--- src/hdl/cair_consts.svh ---
// constants for the accumulator and index register block
`ifndef CAIR_CONSTS_SVH
`define CAIR_CONSTS_SVH
`define CAIR_ADDR_W      16
`define CAIR_BYTE_W      8
`define CAIR_WORD_W      16
`define CAIR_ACC_RST     8'h00
`define CAIR_IDX_RST     16'h0000
`define CAIR_FLAG_RST    8'hd0
`define CAIR_RF_DEPTH    4
`define CAIR_RF_AW       2
`define CAIR_SEL_ACC_A   2'h0
`define CAIR_SEL_ACC_B   2'h1
`define CAIR_SEL_IDX_X   2'h2
`define CAIR_SEL_IDX_Y   2'h3
`define CAIR_IDX_EXTRA   1
`define CAIR_FLAG_C      0
`define CAIR_FLAG_V      1
`define CAIR_FLAG_Z      2
`define CAIR_FLAG_N      3
`define CAIR_FLAG_H      5
`endif

--- src/hdl/cair_pkg.sv ---
// types for the accumulator and index register block
package cair_pkg;
    // register operations
    typedef enum logic [3:0] {
        CAIR_OP_NONE        = 4'h0,
        CAIR_OP_LOAD        = 4'h1,
        CAIR_OP_LOAD_D      = 4'h2,
        CAIR_OP_ADD_B_IDX   = 4'h3,
        CAIR_OP_MOVE_FLAGS  = 4'h4,
        CAIR_OP_LOAD_FLAGS  = 4'h5,
        CAIR_OP_DEC_ADJ     = 4'h6,
        CAIR_OP_ADD_BA      = 4'h7,
        CAIR_OP_SUB_BA      = 4'h8,
        CAIR_OP_CMP_AB      = 4'h9,
        CAIR_OP_IDX_INC     = 4'ha,
        CAIR_OP_IDX_DEC     = 4'hb,
        CAIR_OP_EFF_ADDR    = 4'hc
    } cair_op_t;
    // answer timing state
    typedef enum logic [1:0] {
        CAIR_ST_IDLE = 2'b00,
        CAIR_ST_WAIT = 2'b01,
        CAIR_ST_DONE = 2'b10
    } cair_state_t;
endpackage : cair_pkg

--- src/hdl/cair_rf.sv ---
// small register storage for accumulators and index registers
`timescale 1ns/1ps
`include "cair_consts.svh"
module cair_rf
(
    // clock and reset
    input  wire logic                     mclk,
    input  wire logic                     rstn,
    // write port
    input  wire logic                     wr_en,
    input  wire logic [`CAIR_RF_AW-1:0]   wr_sel,
    input  wire logic [`CAIR_WORD_W-1:0]  wr_data,
    // all entries, registered
    output logic      [`CAIR_WORD_W-1:0]  rd_word [`CAIR_RF_DEPTH]
);
    // next value of each entry
    logic [`CAIR_WORD_W-1:0] next_word [`CAIR_RF_DEPTH];

    // one entry per generate step
    genvar gi;
    generate
        for (gi = 0; gi < `CAIR_RF_DEPTH; gi++)
        begin : g_ent
            // next value: write or hold
            always_comb
            begin
                next_word[gi] = rd_word[gi];
                if (wr_en && wr_sel == (`CAIR_RF_AW)'(gi))
                    next_word[gi] = wr_data;
            end
            // register only
            always_ff @(posedge mclk)
            begin
                if (!rstn)
                    rd_word[gi] <= `CAIR_IDX_RST;
                else
                    rd_word[gi] <= next_word[gi];
            end
        end
    endgenerate
endmodule : cair_rf

--- src/hdl/cair_regs.sv ---
// cpu accumulator and index register set with its asymmetric operations
`timescale 1ns/1ps
`include "cair_consts.svh"
module cair_regs
    import cair_pkg::*;
(
    // clock and reset
    input  wire logic                     mclk,
    input  wire logic                     rstn,
    // operation request
    input  wire logic                     op_valid,
    input  wire cair_op_t                 op_code,
    input  wire logic [1:0]               op_sel,
    input  wire logic [`CAIR_WORD_W-1:0]  op_data,
    input  wire logic                     op_ext_mem,
    // operation answer
    output logic                          op_done,
    output logic                          op_busy,
    // register views
    output logic [`CAIR_BYTE_W-1:0]       acc_a,
    output logic [`CAIR_BYTE_W-1:0]       acc_b,
    output logic [`CAIR_WORD_W-1:0]       acc_d,
    output logic [`CAIR_WORD_W-1:0]       first_index_reg,
    output logic [`CAIR_WORD_W-1:0]       second_index_reg,
    output logic [`CAIR_BYTE_W-1:0]       flag_register,
    output logic [`CAIR_ADDR_W-1:0]       eff_addr
);
    // storage entries
    logic [`CAIR_WORD_W-1:0] rf_word [`CAIR_RF_DEPTH];
    // storage write port
    logic                    rf_wr;
    logic [`CAIR_RF_AW-1:0]  rf_sel;
    logic [`CAIR_WORD_W-1:0] rf_data;
    // second write for the pair
    logic                    pair_wr;
    logic [`CAIR_BYTE_W-1:0] pair_lo;
    // low byte waiting for the write port
    logic [`CAIR_BYTE_W-1:0] lo_hold;
    logic                    lo_pend;
    // flags and answer state
    logic [`CAIR_BYTE_W-1:0] next_flags;
    cair_state_t             state;
    cair_state_t             next_state;
    logic                    next_done;
    logic [`CAIR_ADDR_W-1:0] next_eff;
    // held request
    cair_op_t                hold_op;
    logic [1:0]              hold_sel;
    logic [`CAIR_WORD_W-1:0] hold_data;
    cair_op_t                next_hold_op;
    logic [1:0]              next_hold_sel;
    logic [`CAIR_WORD_W-1:0] next_hold_data;
    // byte views
    logic [`CAIR_BYTE_W-1:0] a_now;
    logic [`CAIR_BYTE_W-1:0] b_now;
    // alu scratch
    logic [`CAIR_BYTE_W:0]   sum9;
    logic [`CAIR_WORD_W:0]   sum17;
    logic [`CAIR_BYTE_W-1:0] adj;
    logic                    adj_c;
    logic                    do_op;
    cair_op_t                eop;
    logic [1:0]              esel;
    logic [`CAIR_WORD_W-1:0] edata;

    // internal storage, write select decoded per entry inside cair_rf
    cair_rf u_rf
    (
        .mclk    (mclk),
        .rstn    (rstn),
        .wr_en   (rf_wr),
        .wr_sel  (rf_sel),
        .wr_data (rf_data),
        .rd_word (rf_word)
    );

    assign a_now = rf_word[`CAIR_SEL_ACC_A][`CAIR_BYTE_W-1:0];
    assign b_now = rf_word[`CAIR_SEL_ACC_B][`CAIR_BYTE_W-1:0];

    // answer timing: second index load, step and address wait one cycle
    always_comb
    begin
        next_state     = state;
        next_done      = 1'b0;
        next_hold_op   = hold_op;
        next_hold_sel  = hold_sel;
        next_hold_data = hold_data;
        do_op          = 1'b0;
        eop            = op_code;
        esel           = op_sel;
        edata          = op_data;
        case (state)
            CAIR_ST_IDLE:
            begin
                if (op_valid && !lo_pend)
                begin
                    // external operand: no extra wait
                    if ((op_sel[0] &&
                         (op_code == CAIR_OP_EFF_ADDR ||
                          op_code == CAIR_OP_IDX_INC ||
                          op_code == CAIR_OP_IDX_DEC)) ||
                        (op_sel == `CAIR_SEL_IDX_Y &&
                         op_code == CAIR_OP_LOAD))
                    begin
                        next_state     = CAIR_ST_WAIT;
                        next_hold_op   = op_code;
                        next_hold_sel  = op_sel;
                        next_hold_data = op_data;
                    end
                    else
                    begin
                        do_op     = 1'b1;
                        next_done = 1'b1;
                    end
                end
            end
            CAIR_ST_WAIT:
            begin
                do_op      = 1'b1;
                eop        = hold_op;
                esel       = hold_sel;
                edata      = hold_data;
                next_done  = 1'b1;
                next_state = CAIR_ST_IDLE;
            end
            default:
                next_state = CAIR_ST_IDLE;
        endcase
    end

    // datapath: one write port, pair writes its low byte on the next cycle
    always_comb
    begin
        rf_wr      = 1'b0;
        rf_sel     = esel;
        rf_data    = edata;
        pair_wr    = 1'b0;
        pair_lo    = edata[`CAIR_BYTE_W-1:0];
        next_flags = flag_register;
        next_eff   = eff_addr;
        sum9       = '0;
        sum17      = '0;
        adj        = 8'h00;
        adj_c      = 1'b0;
        if (do_op)
        begin
            case (eop)
                CAIR_OP_LOAD:
                begin
                    rf_wr = 1'b1;
                    if (esel <= `CAIR_SEL_ACC_B)
                        rf_data = {8'h00, edata[`CAIR_BYTE_W-1:0]};
                end
                CAIR_OP_LOAD_D:
                begin
                    // upper byte to first, lower to second
                    rf_wr   = 1'b1;
                    rf_sel  = `CAIR_SEL_ACC_A;
                    rf_data = {8'h00, edata[`CAIR_WORD_W-1:`CAIR_BYTE_W]};
                    pair_wr = 1'b1;
                end
                CAIR_OP_ADD_B_IDX:
                begin
                    // second accumulator only, unsigned
                    rf_wr   = 1'b1;
                    rf_sel  = esel[0] ? `CAIR_SEL_IDX_Y : `CAIR_SEL_IDX_X;
                    rf_data = rf_word[rf_sel] + {8'h00, b_now};
                end
                CAIR_OP_MOVE_FLAGS:
                begin
                    rf_wr   = 1'b1;
                    rf_sel  = `CAIR_SEL_ACC_A;
                    rf_data = {8'h00, flag_register};
                end
                CAIR_OP_LOAD_FLAGS:
                    next_flags = a_now;
                CAIR_OP_DEC_ADJ:
                begin
                    // bcd correction of first accumulator
                    if (flag_register[`CAIR_FLAG_H] || a_now[3:0] > 4'h9)
                        adj[3:0] = 4'h6;
                    if (flag_register[`CAIR_FLAG_C] || a_now > 8'h99)
                    begin
                        adj[7:4] = 4'h6;
                        adj_c    = 1'b1;
                    end
                    sum9    = {1'b0, a_now} + {1'b0, adj};
                    rf_wr   = 1'b1;
                    rf_sel  = `CAIR_SEL_ACC_A;
                    rf_data = {8'h00, sum9[`CAIR_BYTE_W-1:0]};
                    next_flags[`CAIR_FLAG_C] = adj_c;
                    next_flags[`CAIR_FLAG_Z] = (sum9[7:0] == 8'h00);
                    next_flags[`CAIR_FLAG_N] = sum9[7];
                end
                CAIR_OP_ADD_BA, CAIR_OP_SUB_BA, CAIR_OP_CMP_AB:
                begin
                    // b into a for add and subtract, compare writes no register, never reversed
                    if (eop == CAIR_OP_ADD_BA)
                        sum9 = {1'b0, a_now} + {1'b0, b_now};
                    else
                        sum9 = {1'b0, a_now} - {1'b0, b_now};
                    rf_wr   = (eop != CAIR_OP_CMP_AB);
                    rf_sel  = `CAIR_SEL_ACC_A;
                    rf_data = {8'h00, sum9[`CAIR_BYTE_W-1:0]};
                    next_flags[`CAIR_FLAG_C] = sum9[8];
                    next_flags[`CAIR_FLAG_Z] = (sum9[7:0] == 8'h00);
                    next_flags[`CAIR_FLAG_N] = sum9[7];
                    if (eop == CAIR_OP_ADD_BA)
                    begin
                        next_flags[`CAIR_FLAG_H] =
                            (a_now[3:0] + b_now[3:0]) > 5'h0f;
                        next_flags[`CAIR_FLAG_V] = (a_now[7] == b_now[7])
                            && (sum9[7] != a_now[7]);
                    end
                    else
                        next_flags[`CAIR_FLAG_V] = (a_now[7] != b_now[7])
                            && (sum9[7] != a_now[7]);
                end
                CAIR_OP_IDX_INC, CAIR_OP_IDX_DEC:
                begin
                    // index as counter, z only
                    rf_wr  = 1'b1;
                    rf_sel = esel[0] ? `CAIR_SEL_IDX_Y : `CAIR_SEL_IDX_X;
                    rf_data = (eop == CAIR_OP_IDX_INC) ?
                        rf_word[rf_sel] + 16'h0001 :
                        rf_word[rf_sel] - 16'h0001;
                    next_flags[`CAIR_FLAG_Z] = (rf_data == 16'h0000);
                end
                CAIR_OP_EFF_ADDR:
                begin
                    // offset plus index, wraps in 64k
                    sum17 = {1'b0, rf_word[esel[0] ? `CAIR_SEL_IDX_Y
                                                   : `CAIR_SEL_IDX_X]}
                          + {9'h000, edata[`CAIR_BYTE_W-1:0]};
                    next_eff = sum17[`CAIR_ADDR_W-1:0];
                end
                default:
                    rf_wr = 1'b0;
            endcase
        end
        // pending low byte of a pair owns the port
        if (lo_pend)
        begin
            rf_wr   = 1'b1;
            rf_sel  = `CAIR_SEL_ACC_B;
            rf_data = {8'h00, lo_hold};
        end
    end

    // registers of the answer, flags and held request
    always_ff @(posedge mclk)
    begin
        if (!rstn)
        begin
            state         <= CAIR_ST_IDLE;
            op_done       <= 1'b0;
            flag_register <= `CAIR_FLAG_RST;
            eff_addr      <= 16'h0000;
            hold_op       <= CAIR_OP_NONE;
            hold_sel      <= 2'h0;
            hold_data     <= 16'h0000;
            lo_pend       <= 1'b0;
            lo_hold       <= 8'h00;
        end
        else
        begin
            state         <= next_state;
            op_done       <= next_done;
            flag_register <= next_flags;
            eff_addr      <= next_eff;
            hold_op       <= next_hold_op;
            hold_sel      <= next_hold_sel;
            hold_data     <= next_hold_data;
            lo_pend       <= pair_wr;
            lo_hold       <= pair_lo;
        end
    end

    // register views, pair is a over b
    always_ff @(posedge mclk)
    begin
        if (!rstn)
        begin
            acc_a            <= `CAIR_ACC_RST;
            acc_b            <= `CAIR_ACC_RST;
            acc_d            <= 16'h0000;
            first_index_reg  <= `CAIR_IDX_RST;
            second_index_reg <= `CAIR_IDX_RST;
            op_busy          <= 1'b0;
        end
        else
        begin
            acc_a            <= a_now;
            acc_b            <= lo_pend ? lo_hold : b_now;
            acc_d            <= {a_now, lo_pend ? lo_hold : b_now};
            first_index_reg  <= rf_word[`CAIR_SEL_IDX_X];
            second_index_reg <= rf_word[`CAIR_SEL_IDX_Y];
            op_busy          <= (next_state == CAIR_ST_WAIT) || pair_wr;
        end
    end
endmodule : cair_regs

--- config.mk ---
export PLATFORM = sky130hd
export DESIGN_NAME = cair_regs
export DESIGN_NICKNAME = d
export VERILOG_FILES = /design/src/hdl/cair_pkg.sv /design/src/hdl/cair_rf.sv /design/src/hdl/cair_regs.sv
export VERILOG_INCLUDE_DIRS = /design/src /design/src/hdl
export SDC_FILE = /design/constraint.sdc
export NUM_CORES = 1
export LEC_CHECK = 0
export BUFFER_PORTS_ARGS = -buffer_cell sky130_fd_sc_hd__buf_2
export CORE_ASPECT_RATIO = 1.1
export CORE_UTILIZATION = 32
export CTS_CLUSTER_DIAMETER = 200
export DETAILED_ROUTE_END_ITERATION = 16
export GPL_TIMING_DRIVEN = 0
export PLACE_DENSITY = 0.58
export SETUP_SLACK_MARGIN = 0.4
export SLEW_MARGIN = 20
export SYNTH_ARGS = -nofsm -noshare
export SYNTH_HDL_FRONTEND = slang
export SYNTH_SLANG_ARGS = --single-unit
--- constraint.sdc ---
create_clock -name mclk -period 4.4 [get_ports mclk]
set_input_delay 0.88 -clock mclk [delete_from_list [all_inputs] [get_ports mclk]]
set_output_delay 0.88 -clock mclk [all_outputs]
set_load 0.05 [all_outputs]
# == Word-level counts from Yosys, hierarchy flattened ==
# Index checks and enable logic that the tools add are counted.
# classes
n_lt_le_gt_ge,5
add_sub_neg,8
n_eq_ne,27
muxes,44
reduce_logical,36
n_bitwise,1
# op_table
op,n
16-bit 2-to-1 mux,7
16-bit case mux with 7 select lines,1
16-bit by 8-bit adder with 16-bit output,2
16-bit binary-select mux with 2-bit select,1
4-bit equality test (second input constant),8
9-bit 2-to-1 mux,3
4-bit 2-to-1 mux,5
16-bit by 1-bit adder with 16-bit output (second input constant),1
4-bit by 3-bit equality test with 1-bit output (second input constant),4
16-bit logical NOT,1
8-bit logical NOT,2
16-bit by 1-bit subtractor with 16-bit output (second input constant),1
2-bit 2-to-1 mux,6
1-bit 2-to-1 mux,10
2-bit AND reduction,5
8-bit by 8-bit adder with 9-bit output,1
1-bit logical AND,9
8-bit by 8-bit subtractor with 9-bit output,1
8-bit adder,1
4-bit by 1-bit equality test with 1-bit output (second input constant),2
4-bit by 2-bit equality test with 1-bit output (second input constant),2
8-bit greater-than comparator (second input constant),1
8-bit 2-to-1 mux,1
1-bit case mux with 2 select lines,4
27 further kinds,42
# totals
ff_bits,187
word_cells,144
inputBits,26
out_inout_bits,90

# == Depth between registers and ports, before layout ==
# depth
ltp_word,13
depth_mapped,19

# == Hierarchy ==
# Synthesis repeated with hierarchy kept, for this count alone.
# hier_totals
hier_cells,1109
area_unflattened_um2,9679.3
# modules_own_cells
mod,n_inst,cells_each,seq_area_each_um2,area_each_um2
cair_regs,1,881,2142.1,7310.8
cair_rf,1,228,1281.2,2368.5

# == Least setup slack after synthesis ==
# No wires, ideal clock.
# synth_path
path_type,input to register
from,input port op_sel[0]
to,register eff_addr[13]
n_path_buf,1
setup_slack_ps,386
cell_stages,13
required_ps,4280
arrival_time_ps,3894
cell_sequence,mux2i_4 > buf_2 > mux2_2 > ha_1 > a21o_1 > a21o_1 > a2111oi_0 > nor3_1 > a221oi_2 > nand2b_1 > nor3_1 > nor3b_1 > o31a_1
# synth_between
elab_chain_cells,7
elab_cells_between_ends,15
# synth_rtl
item,line,text
"start, declared",cair_regs.sv:13,"input wire logic [1:0] op_sel,"
2-bit 2-to-1 mux or 2-bit equality test (tied branches),-,
1-bit 2-to-1 mux (no source line) or 1-bit logical AND (tied branches),-,
2-bit NOT with 3-bit output or 1-bit logical OR (tied branches),"cair_regs.sv:232, cair_regs.sv:98",
16-bit binary-select mux with 2-bit select or 1-bit 2-to-1 mux (tied branches),"cair_regs.sv:232, cair_regs.sv:98",
16-bit 2-to-1 mux or 1-bit 2-to-1 mux (tied branches),"cair_regs.sv:232, cair_regs.sv:95",
16-bit 2-to-1 mux or 1-bit case mux with 2 select lines (tied branches),"cair_regs.sv:232, cair_regs.sv:92",
16-bit by 8-bit adder with 16-bit output or 2-bit AND reduction (tied branches),-,
"end signal, assigned",cair_regs.sv:270,eff_addr <= next_eff;
"end, declared",cair_regs.sv:26,output logic [`CAIR_ADDR_W-1:0] eff_addr
# Several ways; a longest one is shown, not always the timed one. The select of a mux whose other input is x is not followed.
# A chain may end at the register's enable or synchronous reset.

# == Worst setup path in the final report ==
# layout_path
from,register state[1]
to,register u_rf.rd_word[35] in the netlist's numbering
# layout_between
elab_chain_cells,12
elab_cells_between_ends,46
# layout_rtl
item,line,text
"start, declared",cair_regs.sv:42,cair_state_t state;
"start signal, assigned",cair_regs.sv:267,state <= next_state;
2-bit by 1-bit equality test with 1-bit output,cair_regs.sv:92,case (state)
2-bit 2-to-1 mux,cair_regs.sv:92,
1-bit 2-to-1 mux (no source line),-,
2-bit NOT with 3-bit output (implied by the code),"cair_regs.sv:167, cair_regs.sv:225, cair_regs.sv:226",
16-bit binary-select mux with 2-bit select,"cair_regs.sv:167, cair_regs.sv:225, cair_regs.sv:226",
16-bit 2-to-1 mux (implied by the code) (2 in series),"cair_regs.sv:167, cair_regs.sv:225, cair_regs.sv:226",
16-bit by 1-bit subtractor with 16-bit output or 16-bit by 1-bit adder with 16-bit output (tied branches),"cair_regs.sv:226, cair_regs.sv:225",
16-bit 2-to-1 mux,cair_regs.sv:224,rf_data = (eop == CAIR_OP_IDX_INC) ?
16-bit case mux with 7 select lines,cair_regs.sv:147,case (eop)
16-bit 2-to-1 mux,cair_regs.sv:145,if (do_op)
16-bit 2-to-1 mux,cair_regs.sv:242,if (lo_pend)
"end signal, assigned by index",cair_rf.sv:35,rd_word[gi] <= `CAIR_IDX_RST;
"end signal, assigned by index",cair_rf.sv:37,rd_word[gi] <= next_word[gi];
"end, declared",cair_rf.sv:14,output logic [`CAIR_WORD_W-1:0] rd_word [`CAIR_RF_DEPTH]
# Several ways; a longest one is shown, not always the timed one. The select of a mux whose other input is x is not followed.

==> flow_summary.json <==
{
  "p_per_area_nw_per_um2": 315,
  "first_pass_iters": 5,
  "layout_min_cycle_time_ns": 3.88,
  "antenna_left": 0,
  "rows": 64,
  "seq_area_frac_synth": 0.336,
  "finClkSkew_ns": 0.0126,
  "antenna_found_initial": 1,
  "cts-root-buf": "clkbuf_16",
  "ys.flop_type": "dfxtp_1",
  "cts_max_level": 4,
  "relSlewSlack": 0.294,
  "max_freq_ghz": 0.258,
  "route.detailed.wl_per_inst_um": 19.5,
  "rsz0062_at_grt": "false",
  "syn_area_per_cell_um2": 8.59,
  "required_ns": 4.72,
  "cp_slowest_stage_delay_ns": 0.46,
  "finalPower_uw": 3590,
  "grt-ovfl-total": 0,
  "crit_path_cell_trace": "buf_6, nand2b_4, buf_12, buf_6, mux2_4, nand3_4, nand2_1, o21ai_1, ha_1, a21oi_1, o21bai_1, xor2_1, a222oi_1, o221ai_1, a31oi_2, and2_1, o21ai_0",
  "r2r-start": "state[1]",
  "hold_start": "u_rf.rd_word[20]",
  "placed_cells": 1551,
  "post-route-drc-count": 0,
  "syn_inst": 1074,
  "period_share": 0.882,
  "die_y_um": 180,
  "initial_core_util": 0.328,
  "dieArea_um2": 29500,
  "critPathSlowestCell": "a222oi_1",
  "slew_violations": 0,
  "tritoncts": "built",
  "place_hpwl_um": 24200,
  "layout_commonest_cell": "dfxtp_1",
  "grt_max_degree": 17,
  "hold_violations": 0,
  "cts-buffers-inserted": 17,
  "critical_path_class": "flop to flop",
  "netlist_area_um2": 9230,
  "ys_types": 84,
  "p_leak_uw": 0.00495,
  "cp-end-kind": "flop",
  "start_kind": "flop",
  "status": "completed",
  "tightestPinTransition_ns": 1.05,
  "finalNonFillerCells": 1603,
  "cpMostUsedCell": "buf_6",
  "via_count": 8641,
  "cts.clk_slew.worst_paths_ns": 0.07,
  "ios": 116,
  "drive_above_1_share": 0.233,
  "area_growth_pct": 23.5,
  "place_area_um2": 10300,
  "vdd.ir_drop.worst_v": 0.000194,
  "crit_fanout": 10,
  "setup_viol": 0,
  "cts.sinks": 155,
  "largest_reg_flops": 48,
  "portBuffers": 114,
  "syn_nets": 1152,
  "synth_edf_count": 0,
  "clk-insertion-delay-late_ns": 0.44,
  "cp-startpoint": "state[1]",
  "core_um2": 28100,
  "clockBufferDepth": 2,
  "fin_area_um2": 11400,
  "yosys.area.top_type": "dfxtp_1",
  "maxCapViolations": 0,
  "gp_congestion": 0.933,
  "holdBufCountCts": 0,
  "die_w_um": 164,
  "vias_per_cell": 5.39,
  "first_global_vias": 8279,
  "synth_warnings": 0,
  "grt_pass1_wl_um": 48100,
  "grt_use_total": 0.215,
  "cp.arrival_ns": 4.20,
  "yosysTopAreaCellShare": 0.336,
  "wirelength_um": 31200,
  "top_register": "u_rf.rd_word",
  "nets": 1303,
  "layout_common_cells": "154 x dfxtp_1, 122 x nor2_1, 121 x buf_2, 96 x nand2_1, 63 x a21oi_1",
  "hold_class": "flop to flop",
  "drt_iter0_markers": 727,
  "async_reset_ff_frac": 0,
  "ys_seq_elements": 155,
  "ys_top_cells_by_area": "dfxtp_1 34%, mux2i_1 6.9%, ha_1 6.2%"
}
[cells in the mapped netlist, drive strengths merged, types with 6 or more instances]
library cell  count
o21a              7
o211ai            6
nor2            125
a211oi           12
clkbuf           26
nand2           100
o21ai            60
nor4              6
and2             45
nor3             16
ha               46
a21o             14
nand3            24
mux2             15
buf              33
fa                6
a21oi            73
nand2b           11
dfxtp           155
inv              40
xnor2            38
xor2             20
o22ai            14
a31oi            10
mux2i            69
[cell type report]
| cell class | instances | area, µm² |
|---|---|---|
| Sequential cell | 155 | 3100 |
| Timing Repair Buffer | 132 | 731 |
| Multi-Input combinational cell | 820 | 5960 |
| Clock buffer | 18 | 429 |
| Clock inverter | 14 | 179 |
| Buffer | 59 | 373 |
| Fill cell | 2848 | 16700 |
| Antenna cell | 2 | 5.00 |
| Tap cell | 363 | 454 |
| Inverter | 40 | 150 |
[through the flow]
| stage | hold slack [ns] | TNS (ns) | setup slack [ns] | utilization |
|---|---|---|---|---|
| detailed placement | 0.458 | -10.71 | -0.776 | 0.365 |
| global placement | 0.450 | -11.02 | -0.868 | 0.365 |
| floorplan | 0.441 | 0 | 0.444 | - |
| finish | 0.468 | 0 | 0.518 | 0.405 |
| CTS | 0.468 | 0 | 0.373 | 0.396 |
| global route | 0.493 | 0 | 0.382 | 0.405 |
[cells by family (layout without fill, tap and decap cells)]
group,after synthesis,after routing,synth area share
and+or+nand+nor,368,368,0.193
AOI/OAI and AO/OA,257,257,0.187
adders and majority gates,52,52,0.0754
muxes,84,84,0.0989
xor gates and xnor gates,58,58,0.0551
DFF,155,155,0.336
other,1,3,0.000406
buffers and inverters,99,263,0.0534
[critical path: cells and delay by family (launching register included)]
family                     cells  cell delay, ns
muxes                          1            0.38
buffers and inverters          3            0.44
AOI/OAI and AO/OA              7            1.58
xor gates and xnor gates       1            0.18
adders and majority gates      1            0.28
DFF                            1            0.32
and+or+nand+nor                4            0.56
[per-layer routing]
layer | part of all wire | vias to the layer above | GRT usage
met2 | 0.45 | 367 | 0.340
met4 | 0.042 | 0 | 0.0959
met3 | 0.071 | 74 | 0.0398
met1 | 0.44 | 4084 | 0.281
met5 | 0 | - | 0
li1 | - | 4116 | -
[worst paths after layout]
path,to,slack (ns),depth (start not counted)
worst max-delay path,u_rf.rd_word[35],0.52,17
worst min-delay path,u_rf.rd_word[20],0.47,2
worst max register to register,u_rf.rd_word[35],0.52,17
worst min register to register,u_rf.rd_word[20],0.47,2
[repair_timing]
item                                    in CTS  in global routing
buffers inserted                             7                 11
endpoints found under the setup margin      46                 46
gates cloned                                 0                  0
pin swaps                                    5                  8
resized for setup                           45                 40
[power by group]
group	switching, µW	internal [µW]	total (µW)
Sequential	26.5	1430	1460
Clock	687	862	1550
Combinational	375	207	582
Total	1090	2500	3590
Power figures use the tool's default switching activity.
